===== src/inc/tmr16_pkg.sv =====
// Package for the sixteen-bit timer/counter: register map, control
// field layout, reset values, modes and bus carrier types.
// Assumes a single 250 MHz core clock; the instruction clock is core/4.
package tmr16_pkg;

	// Register offsets on the plain register port
	localparam logic [7:0] CTRL_ADDR = 8'h10;
	localparam logic [7:0] FLAG_ADDR = 8'h0C;
	localparam logic [7:0] IRQ_EN_ADDR = 8'h0D;
	localparam logic [7:0] CNT_LO_ADDR = 8'h0E;
	localparam logic [7:0] CNT_HI_ADDR = 8'h0F;

	// Control field positions
	localparam int ON_BIT = 0;
	localparam int CS_BIT = 1;
	localparam int SYNC_N_BIT = 2;
	localparam int OSC_EN_BIT = 3;
	localparam int PS_LSB = 4;

	// Reset values and writable mask (bits 7-6 unimplemented)
	localparam logic [7:0] CTRL_RESET = 8'h00;
	localparam logic [7:0] CTRL_WMASK = 8'h3F;
	localparam logic [7:0] FLAG_RESET = 8'h00;

	// Timing: instruction clock is the core oscillator divided by four
	localparam int CLK_PERIOD_NS = 4;
	localparam int INSTR_DIV = 4;
	localparam logic [1:0] INSTR_LAST = 2'(INSTR_DIV - 1);

	// Prescale select encodings
	localparam logic [1:0] PS_DIV1 = 2'h0;
	localparam logic [1:0] PS_DIV2 = 2'h1;
	localparam logic [1:0] PS_DIV4 = 2'h2;
	localparam logic [1:0] PS_DIV8 = 2'h3;

	typedef struct packed {
		logic [1:0] unused;
		logic [1:0] prescale_select;
		logic osc_enable;
		logic sync_disable_n;
		logic clock_source_select;
		logic timer_on;
	} timer_control_t;

	typedef struct packed {
		logic [7:0] addr;
		logic [7:0] wdata;
		logic wr;
		logic rd;
	} reg_req_t;

	typedef enum logic [1:0] {
		MODE_TIMER,
		MODE_SYNC_CNT,
		MODE_ASYNC_CNT
	} count_mode_t;

endpackage


===== src/rtl/tmr16.sv =====
// Sixteen-bit timer/counter with three-bit prescaler and control register.
// Assumes all pin inputs are already synchronous to clock_i and that the
// register master follows the one-cycle strobe protocol.
`timescale 1ns/1ns
module tmr16
	import tmr16_pkg::*;
(
	input wire logic clock_i,
	input wire logic rst_n_i,
	input wire tmr16_pkg::reg_req_t req_i,
	output logic [7:0] rdata_o,
	input wire logic sleep_i,
	input wire logic special_event_i,
	input wire logic osc_input_pin_i,
	input wire logic ext_clock_pin_i,
	output logic osc_output_pin_o,
	output logic osc_power_o,
	output logic overflow_irq_o,
	output logic wake_o,
	output logic time_base_valid_o,
	output logic [15:0] time_base_o
);
	import tmr16_pkg::*;

	timer_control_t ctrl_q;
	logic flag_q, irq_en_q, src_prev_q, armed_q, presc_prev_q;
	logic sync1_q, sync2_q, sync_prev_q, wake_q, loaded_q;
	logic [15:0] count_q;
	logic [15:0] time_base_q;
	logic [2:0] presc_q;
	logic [1:0] instr_div_q;
	logic [7:0] rdata_q;
	count_mode_t mode;
	logic src_level, src_fall, src_rise, instr_tick, presc_in;
	logic presc_level, presc_carry, inc, wr_lo, wr_hi, cnt_wr, overflow;

	// Selects the level of a prescaler stage for the chosen ratio
	function automatic logic stage_level(input logic [1:0] sel,
		input logic src, input logic [2:0] cnt);
		case (sel)
			PS_DIV2: return cnt[0];
			PS_DIV4: return cnt[1];
			PS_DIV8: return cnt[2];
			default: return src;
		endcase
	endfunction

	// Is the prescaler about to produce a carry at this ratio
	function automatic logic stage_carry(input logic [1:0] sel,
		input logic [2:0] cnt);
		case (sel)
			PS_DIV2: return cnt[0];
			PS_DIV4: return &cnt[1:0];
			PS_DIV8: return &cnt;
			default: return 1'b1;
		endcase
	endfunction

	////////////////////////////////////////////////////////////////////
	// Mode decode and source selection

	// Source select low forces timer mode whatever sync-disable says
	assign mode = !ctrl_q.clock_source_select ? MODE_TIMER
		: (ctrl_q.sync_disable_n ? MODE_ASYNC_CNT : MODE_SYNC_CNT);

	// Oscillator pin when the oscillator runs, otherwise the clock pin
	assign src_level = ctrl_q.osc_enable ? osc_input_pin_i
		: ext_clock_pin_i;
	assign src_fall = src_prev_q && !src_level;
	assign src_rise = !src_prev_q && src_level;

	// Inverting amplifier output; gated off to draw no power
	assign osc_power_o = ctrl_q.osc_enable;
	assign osc_output_pin_o = ctrl_q.osc_enable && !osc_input_pin_i;

	assign wr_lo = req_i.wr && (req_i.addr == CNT_LO_ADDR);
	assign wr_hi = req_i.wr && (req_i.addr == CNT_HI_ADDR);
	assign cnt_wr = wr_lo || wr_hi;

	////////////////////////////////////////////////////////////////////
	// Instruction clock enable: core oscillator divided by four

	always_ff @(posedge clock_i or negedge rst_n_i)
	begin
		if (!rst_n_i)
			instr_div_q <= 2'h0;
		else if (instr_div_q == INSTR_LAST)
			instr_div_q <= 2'h0;
		else
			instr_div_q <= instr_div_q + 2'h1;
	end
	assign instr_tick = (instr_div_q == INSTR_LAST);

	////////////////////////////////////////////////////////////////////
	// External edge tracking and falling-edge arm

	always_ff @(posedge clock_i or negedge rst_n_i)
	begin
		if (!rst_n_i)
			src_prev_q <= 1'b0;
		else
			src_prev_q <= src_level;
	end

	// Disarmed whenever stopped or in timer mode, so that a high pin at
	// enable time cannot count as a rising edge
	always_ff @(posedge clock_i or negedge rst_n_i)
	begin
		if (!rst_n_i)
			armed_q <= 1'b0;
		else if (!ctrl_q.timer_on || mode == MODE_TIMER)
			armed_q <= 1'b0;
		else if (src_fall)
			armed_q <= 1'b1;
	end

	////////////////////////////////////////////////////////////////////
	// Prescaler: counts instruction ticks or armed external rises

	assign presc_in = ctrl_q.timer_on && ((mode == MODE_TIMER) ? instr_tick
		: (armed_q && src_rise));

	// Keeps running in sleep, since it lives on the external edges
	always_ff @(posedge clock_i or negedge rst_n_i)
	begin
		if (!rst_n_i)
			presc_q <= 3'h0;
		else if (cnt_wr)
			presc_q <= 3'h0;
		else if (presc_in)
			presc_q <= presc_q + 3'h1;
	end

	assign presc_carry = presc_in
		&& stage_carry(ctrl_q.prescale_select, presc_q);
	assign presc_level = stage_level(ctrl_q.prescale_select,
		src_level && armed_q, presc_q);

	////////////////////////////////////////////////////////////////////
	// Synchroniser and unsynchronised edge path

	// Two stages after the prescaler; held in sleep as the
	// synchroniser is powered down there
	always_ff @(posedge clock_i or negedge rst_n_i)
	begin
		if (!rst_n_i)
		begin
			sync1_q <= 1'b0;
			sync2_q <= 1'b0;
			sync_prev_q <= 1'b0;
		end
		else if (!sleep_i)
		begin
			sync1_q <= presc_level;
			sync2_q <= sync1_q;
			sync_prev_q <= sync2_q;
		end
	end

	// Unsynchronised path sees the prescaler output two stages earlier
	always_ff @(posedge clock_i or negedge rst_n_i)
	begin
		if (!rst_n_i)
			presc_prev_q <= 1'b0;
		else
			presc_prev_q <= presc_level;
	end

	// Increment selection per mode
	always_comb
	begin
		inc = 1'b0;
		case (mode)
			MODE_TIMER: inc = presc_carry;
			MODE_SYNC_CNT: inc = ctrl_q.timer_on && !sleep_i
				&& sync2_q && !sync_prev_q;
			MODE_ASYNC_CNT: inc = ctrl_q.timer_on
				&& presc_level && !presc_prev_q;
			default: inc = 1'b0;
		endcase
	end

	////////////////////////////////////////////////////////////////////
	// Sixteen-bit count; deliberately not reset

	assign overflow = inc && (count_q == 16'hFFFF);

	// A byte write wins over a special event clear and over counting
	always_ff @(posedge clock_i)
	begin
		if (wr_lo)
			count_q <= {count_q[15:8], req_i.wdata};
		else if (wr_hi)
			count_q <= {req_i.wdata, count_q[7:0]};
		else if (special_event_i && mode != MODE_ASYNC_CNT)
			count_q <= 16'h0000;
		else if (inc)
			count_q <= count_q + 16'h0001;
	end

	// Count has no reset; checks on its value wait for a first write
	always_ff @(posedge clock_i or negedge rst_n_i)
	begin
		if (!rst_n_i)
			loaded_q <= 1'b0;
		else if (cnt_wr)
			loaded_q <= 1'b1;
	end

	////////////////////////////////////////////////////////////////////
	// Control, flag and enable registers

	always_ff @(posedge clock_i or negedge rst_n_i)
	begin
		if (!rst_n_i)
			ctrl_q <= timer_control_t'(CTRL_RESET);
		else if (req_i.wr && req_i.addr == CTRL_ADDR)
			ctrl_q <= timer_control_t'(req_i.wdata & CTRL_WMASK);
	end

	// Overflow sets win over a software clear in the same cycle
	always_ff @(posedge clock_i or negedge rst_n_i)
	begin
		if (!rst_n_i)
			flag_q <= FLAG_RESET[0];
		else if (overflow)
			flag_q <= 1'b1;
		else if (req_i.wr && req_i.addr == FLAG_ADDR)
			flag_q <= req_i.wdata[0];
	end

	always_ff @(posedge clock_i or negedge rst_n_i)
	begin
		if (!rst_n_i)
			irq_en_q <= 1'b0;
		else if (req_i.wr && req_i.addr == IRQ_EN_ADDR)
			irq_en_q <= req_i.wdata[0];
	end

	assign overflow_irq_o = flag_q && irq_en_q;

	// Wake pulse only for an asynchronous overflow while asleep
	always_ff @(posedge clock_i or negedge rst_n_i)
	begin
		if (!rst_n_i)
			wake_q <= 1'b0;
		else
			wake_q <= overflow && irq_en_q && sleep_i
				&& mode == MODE_ASYNC_CNT;
	end
	assign wake_o = wake_q;

	////////////////////////////////////////////////////////////////////
	// Read port and capture/compare time base

	// Count is held in core-clock flops, so every byte read is clean
	always_ff @(posedge clock_i or negedge rst_n_i)
	begin
		if (!rst_n_i)
			rdata_q <= 8'h00;
		else if (!req_i.rd)
			rdata_q <= 8'h00;
		else
		begin
			case (req_i.addr)
				CTRL_ADDR: rdata_q <= ctrl_q & CTRL_WMASK;
				FLAG_ADDR: rdata_q <= {7'h00, flag_q};
				IRQ_EN_ADDR: rdata_q <= {7'h00, irq_en_q};
				CNT_LO_ADDR: rdata_q <= count_q[7:0];
				CNT_HI_ADDR: rdata_q <= count_q[15:8];
				default: rdata_q <= 8'h00;
			endcase
		end
	end
	assign rdata_o = rdata_q;

	// Withheld in asynchronous mode
	always_ff @(posedge clock_i or negedge rst_n_i)
	begin
		if (!rst_n_i)
			time_base_q <= 16'h0000;
		else if (mode == MODE_ASYNC_CNT)
			time_base_q <= 16'h0000;
		else
			time_base_q <= count_q;
	end
	assign time_base_o = time_base_q;
	assign time_base_valid_o = (mode != MODE_ASYNC_CNT);
endmodule


===== config.mk =====
export PLATFORM = sky130hd
export DESIGN_NAME = tmr16
export DESIGN_NICKNAME = d
export VERILOG_FILES = /design/src/inc/tmr16_pkg.sv /design/src/rtl/tmr16.sv
export SDC_FILE = /design/constraint.sdc
export NUM_CORES = 1
export LEC_CHECK = 0
export BUFFER_PORTS_ARGS = -buffer_cell sky130_fd_sc_hd__buf_2
export CAP_MARGIN = 15
export CORE_ASPECT_RATIO = 2
export CORE_UTILIZATION = 59
export CTS_CLUSTER_DIAMETER = 50
export DETAILED_ROUTE_END_ITERATION = 7
export PLACE_DENSITY = 0.84
export SLEW_MARGIN = 5
export SYNTH_ARGS = -nofsm -noshare
export SYNTH_HDL_FRONTEND = slang
export SYNTH_SLANG_ARGS = --single-unit

===== constraint.sdc =====
create_clock -name clock_i -period 6.8 [get_ports clock_i]
set_input_delay 0.34 -clock clock_i [delete_from_list [all_inputs] [get_ports clock_i]]
set_output_delay 0.34 -clock clock_i [all_outputs]
set_load 0.05 [all_outputs]

Word-level counts from Yosys, hierarchy flattened
Index checks and enable logic that the tools add are counted.
Widths: inputs -> output; s select.
- register bits: 60
- input port bits: 24
- output and inout port bits: 29
- $add $sub $neg: 3
- equal/unequal tests: 14
- muxes and demuxes: 21
- bitwise logic cells: 1
- reduce and logical (&&, ||, !) cells: 42
- operators with widths (cell ; count):
    $mux 16 ; 4
    $pmux 8 s5 ; 1
    $eq 8x4->1 const B ; 4
    $logic_and 1x1->1 ; 23
    $add 16x1->16 const B ; 1
    $eq 16x16->1 const B ; 1
    $mux 8 ; 2
    $pmux 1 s3 ; 3
    $eq 2x2->1 const B ; 4
    $eq 8x5->1 const B ; 1
    $logic_not 1->1 ; 7
    $mux 1 ; 6
    $mux 2 ; 3
    $mux 3 ; 2
    $reduce_and 2->1 ; 3
    $reduce_bool 2->1 ; 3
    $reduce_bool 3->1 ; 2
    $eq 2x1->1 const B ; 2
    $ne 2x2->1 const B ; 2
    $add 3x1->3 const B ; 1
    $reduce_and 3->1 ; 1
    $add 2x1->2 const B ; 1
    $logic_not 2->1 ; 1
    $logic_or 1x1->1 ; 2
    $not 1->1 ; 1

Depth between registers and ports, before layout
- word-level depth: 11
- gate-level depth with buffers: 8
- depth with buffers taken out: 7

Least setup slack after synthesis
OpenSTA, ideal clock, no wires.
- path type: register to register
- start point: register ctrl_q (netlist bit osc_power_o)
- end point: register count_q[10] (enable)
- setup time: 0.373 ns
- arrival: 2.172 ns
- required time: 6.427 ns
- setup slack: 4.255 ns
- cell stages (with the launch flop): 6
- buffers on the path: 0
- period minus slack after synthesis: 2.545 ns
- cell sequence: dfrtp_1 -> mux2i_1 -> or3b_1 -> a22o_1 -> o41ai_1 -> nor2b_1
- longest elaborated chain between the ends: 9
- RTL lines (element ; line ; RTL):
    start, declared ; tmr16.sv:25 ; timer_control_t ctrl_q;
    start signal, assigned ; tmr16.sv:216 ; ctrl_q <= timer_control_t'(CTRL_RESET);
    start signal, assigned ; tmr16.sv:218 ; ctrl_q <= timer_control_t'(req_i.wdata & CTRL_WMASK);
    $mux 1 (*) ; tmr16.sv:67 ; assign src_level = ctrl_q.osc_enable ? osc_input_pin_i
    $logic_and 1x1->1 ; tmr16.sv:70 ; assign src_rise = !src_prev_q && src_level;
    $logic_and 1x1->1 ; tmr16.sv:121 ; : (armed_q && src_rise));
    $mux 1 ; tmr16.sv:120 ; assign presc_in = ctrl_q.timer_on && ((mode == MODE_TIMER) ? instr_tick
    $logic_and 1x1->1 ; tmr16.sv:120 ;
    $logic_and 1x1->1 ; tmr16.sv:135 ; && stage_carry(ctrl_q.prescale_select, presc_q);
    $pmux 1 s3 (*) ; tmr16.sv:173 ; case (mode)
    $reduce_bool 3->1 (no source line) (*) ; n/a ;
    $reduce_and 2->1 (no source line) (*) ; n/a ;
    end signal, assigned ; tmr16.sv:192 ; count_q <= {count_q[15:8], req_i.wdata};
    end signal, assigned ; tmr16.sv:194 ; count_q <= {req_i.wdata, count_q[7:0]};
    end signal, assigned ; tmr16.sv:198 ; count_q <= count_q + 16'h0001;
    end, declared ; tmr16.sv:28 ; logic [15:0] count_q;
Mark *: on every way between the ends. The rest lies on a longest branch, timed or not.
A chain may end at the register's enable or synchronous reset.

Worst setup path after layout
- start point: register ctrl_q (netlist bit osc_power_o)
- end point: register count_q[3] (enable)
Same word-level chain as after synthesis.

==> impl_metrics.py <==
metrics = {
    "outcome": {
        "run_status": "finished clean",
    },
    "logic_synthesis": {
        "synth_top_area_share_pct": 38.0,
        "synthesis.instances": 252,
        "avgSynthCellArea_um2": 11.5,
        "yosys_register_bits": 60,
        "ys_warn_count": 0,
        "synthesis.nets": 280,
        "synth-seq-area-share_pct": 54.6,
        "synthTopCellsByArea": "dfrtp_1 (38%), edfxtp_1 (17%), mux2_2 (5.8%), and2_1 (3.7%), xnor2_1 (3.0%)",
        "yosysUniqueCellTypes": 47,
        "yosysTopAreaCell": "dfrtp_1",
        "netlist_area_um2": 2900,
    },
    "timing": {
        "fmax_mhz": 390,
        "setup_viol": 0,
        "final.setup.tns_ns": 0,
        "clock_skew_ns": 0.00844,
        "tightest_slew_ns": 0.943,
        "slew_viol_final": 0,
        "rsz0062_at_grt": "false",
        "min_period_ns": 2.56,
        "finalCritPeriodShare_pct": 37.7,
        "slew_headroom_pct": 37.1,
        "hold_viol": 0,
        "timing.hold.ws_ns": 0.139,
    },
    "final_layout": {
        "area_growth_pct": 18.5,
        "layout_commonest_cell": "buf_2",
        "drive_gt1_share_pct": 29.4,
        "layout_common_cells": "buf_2 (52), dfrtp_1 (44), nand2_1 (21), nor2_1 (18), and2_1 (17)",
        "nets": 332,
        "fillers": 335,
        "n_antenna_cell": 0,
    },
    "die": {
        "dieArea_um2": 5210,
        "initial_core_util_pct": 62.4,
        "die_x_um": 51.6,
        "ios": 53,
        "rows": 35,
        "core_um2": 4640,
        "die_h_um": 101,
    },
    "cts": {
        "clkLatencyLatePin_ns": 0.35,
        "clk_pin_slew_ns": 0.07,
        "cts-resized-gates": 0,
        "htreeDepth": 3,
        "clk_path_buf_depth": 2,
        "cts_tree": "done",
        "cts_hold_buf": 0,
        "cts_setup_buffers": 0,
        "cts_root_buffer": "clkbuf_8",
        "cts.sinks": 60,
        "numCtsBuffers": 9,
    },
    "worst_setup_path": {
        "critPathRequiredTime_ns": 6.78,
        "worstPathMaxFanout": 8,
        "cp.arrival_ns": 2.54,
        "endpoint_kind": "flop",
        "start_kind": "flop",
        "worstSetupPathType": "flop to flop",
    },
    "placed_design": {
        "globalplace.congestion": 0.989,
        "port_buffers": 52,
        "dpl.hpwl_um": 5200,
    },
    "power": {
        "p_leak_nw": 1.54,
        "power_mw": 0.926,
        "peakVddDrop_v": 0.000225,
        "power_density_nw_per_um2": 270,
    },
    "detailed_routing": {
        "vias": 2229,
        "drc": 0,
        "drt-pass1-iter-count": 4,
        "drt-total-wl_um": 7060,
        "via_per_inst": 6.12,
        "ant_nets": 0,
        "drt_iter0_drc": 95,
        "wl_per_cell_um": 19.4,
    },
    "global_routing": {
        "grt_pass1_wl_um": 11400,
        "grt_max_degree": 45,
        "grt_overflow": 0,
        "antenna_found_initial": 0,
        "grt_pass1_vias": 2398,
        "gr-usage-all-layers_pct": 31.3,
    },
    "job": {
        "cap_violations": 0,
    },
    "hold_path": {
        "min_path_type": "primary input to asynchronous set/reset pin",
    },
}
registers in the layout, summed over array words and instances (netlist names):
| signal | count |
|---|---|
| osc_power_o | 1 |
| sync_prev_q | 1 |
| instr_div_q | 2 |
| irq_en_q | 1 |
| presc_q | 3 |
| src_prev_q | 1 |
| time_base_o | 16 |
| count_q | 16 |
| sync1_q | 1 |
| wake_o | 1 |
| flag_q | 1 |
| sync2_q | 1 |
| ctrl_q | 5 |
| armed_q | 1 |
| rdata_o | 8 |
| presc_prev_q | 1 |
through the flow:
stage / setup WS [ns] / instance area (um2) / std cells / utilization, %
2_1_floorplan: 4.26 / 2900 / 252 / -
3_3_place_gp: 4.38 / 3180 / 348 / 68.4
3_5_place_dp: 4.24 / 3180 / 348 / 68.4
4_1_cts: 4.24 / 3430 / 364 / 74.0
5_1_grt: 4.09 / 3430 / 364 / 74.0
6_report: 4.24 / 3430 / 364 / 74.0
final cells by class:
class	instances	area (um2)	share of cell area [%]
Tap cell	55	68.8	2.00
Timing Repair Buffer	52	260	7.58
Inverter	5	18.8	0.547
Sequential cell	60	1580	46.1
Multi-Input combinational cell	176	1250	36.3
Clock buffer	10	149	4.34
Clock inverter	6	109	3.17
path summary, 6_finish.rpt:
check	end	slack [ns]	from	depth (start not counted)
max	count_q[3]	4.24	osc_power_o	5
min	rdata_o[7]	0.14	rst_n_i	1
max reg2reg	count_q[3]	4.24	osc_power_o	5
min reg2reg	instr_div_q[0]	0.44	instr_div_q[0]	1
max in group asynchronous	ctrl_q[2]	6.07	rst_n_i	1
min in group clock_i	sync1_q	0.29	sleep_i	2
metal layers:
layer / GRT usage, % / routed length (um)
met4: 26.0 / 591
met3: 7.39 / 373
met5: 0 / 0
met1: 30.0 / 2260
met2: 54.0 / 3830
power by group:
part / internal [mW] / total [mW] / switching [mW]
Combinational: 0.0345 / 0.102 / 0.0674
Clock: 0.265 / 0.410 / 0.145
Sequential: 0.393 / 0.414 / 0.0212
worst max-delay path: stages (launching register included):
cell and delay, ns:
dfrtp_1 0.43, mux2i_1 0.20, or3b_1 0.38, a22o_1 0.24, o41ai_1 0.33, nor2b_1 0.62
kinds of logic after synthesis:
kind of cell / synth area share (%)
compound gates: 9.72
xor+xnor: 4.53
fa+ha+maj: 1.73
buf+inv: 2.42
flops: 54.6
mux: 8.59
simple gates: 18.4
synth_stat cells (all sizes together):
master	number
a2111oi	1
a211oi	1
a21o	1
a21oi	5
a22o	9
a22oi	6
and2	17
and3	5
and3b	1
and4	4
buf	2
clkbuf	9
dfrtp	44
edfxtp	16
ha	4
inv	5
mux2	15
mux2i	8
nand2	22
nand3	8
nand3b	1
nand4	4
nor2	18
nor2b	5
nor3	2
nor3b	1
nor4	2
nor4b	1
o211ai	1
o21a	1
o21ai	12
o31a	1
o32ai	1
o41ai	1
or3	1
or3b	1
or4b	1
xnor2	10
xor2	5
No activity file was read; power rests on OpenSTA's default activity.
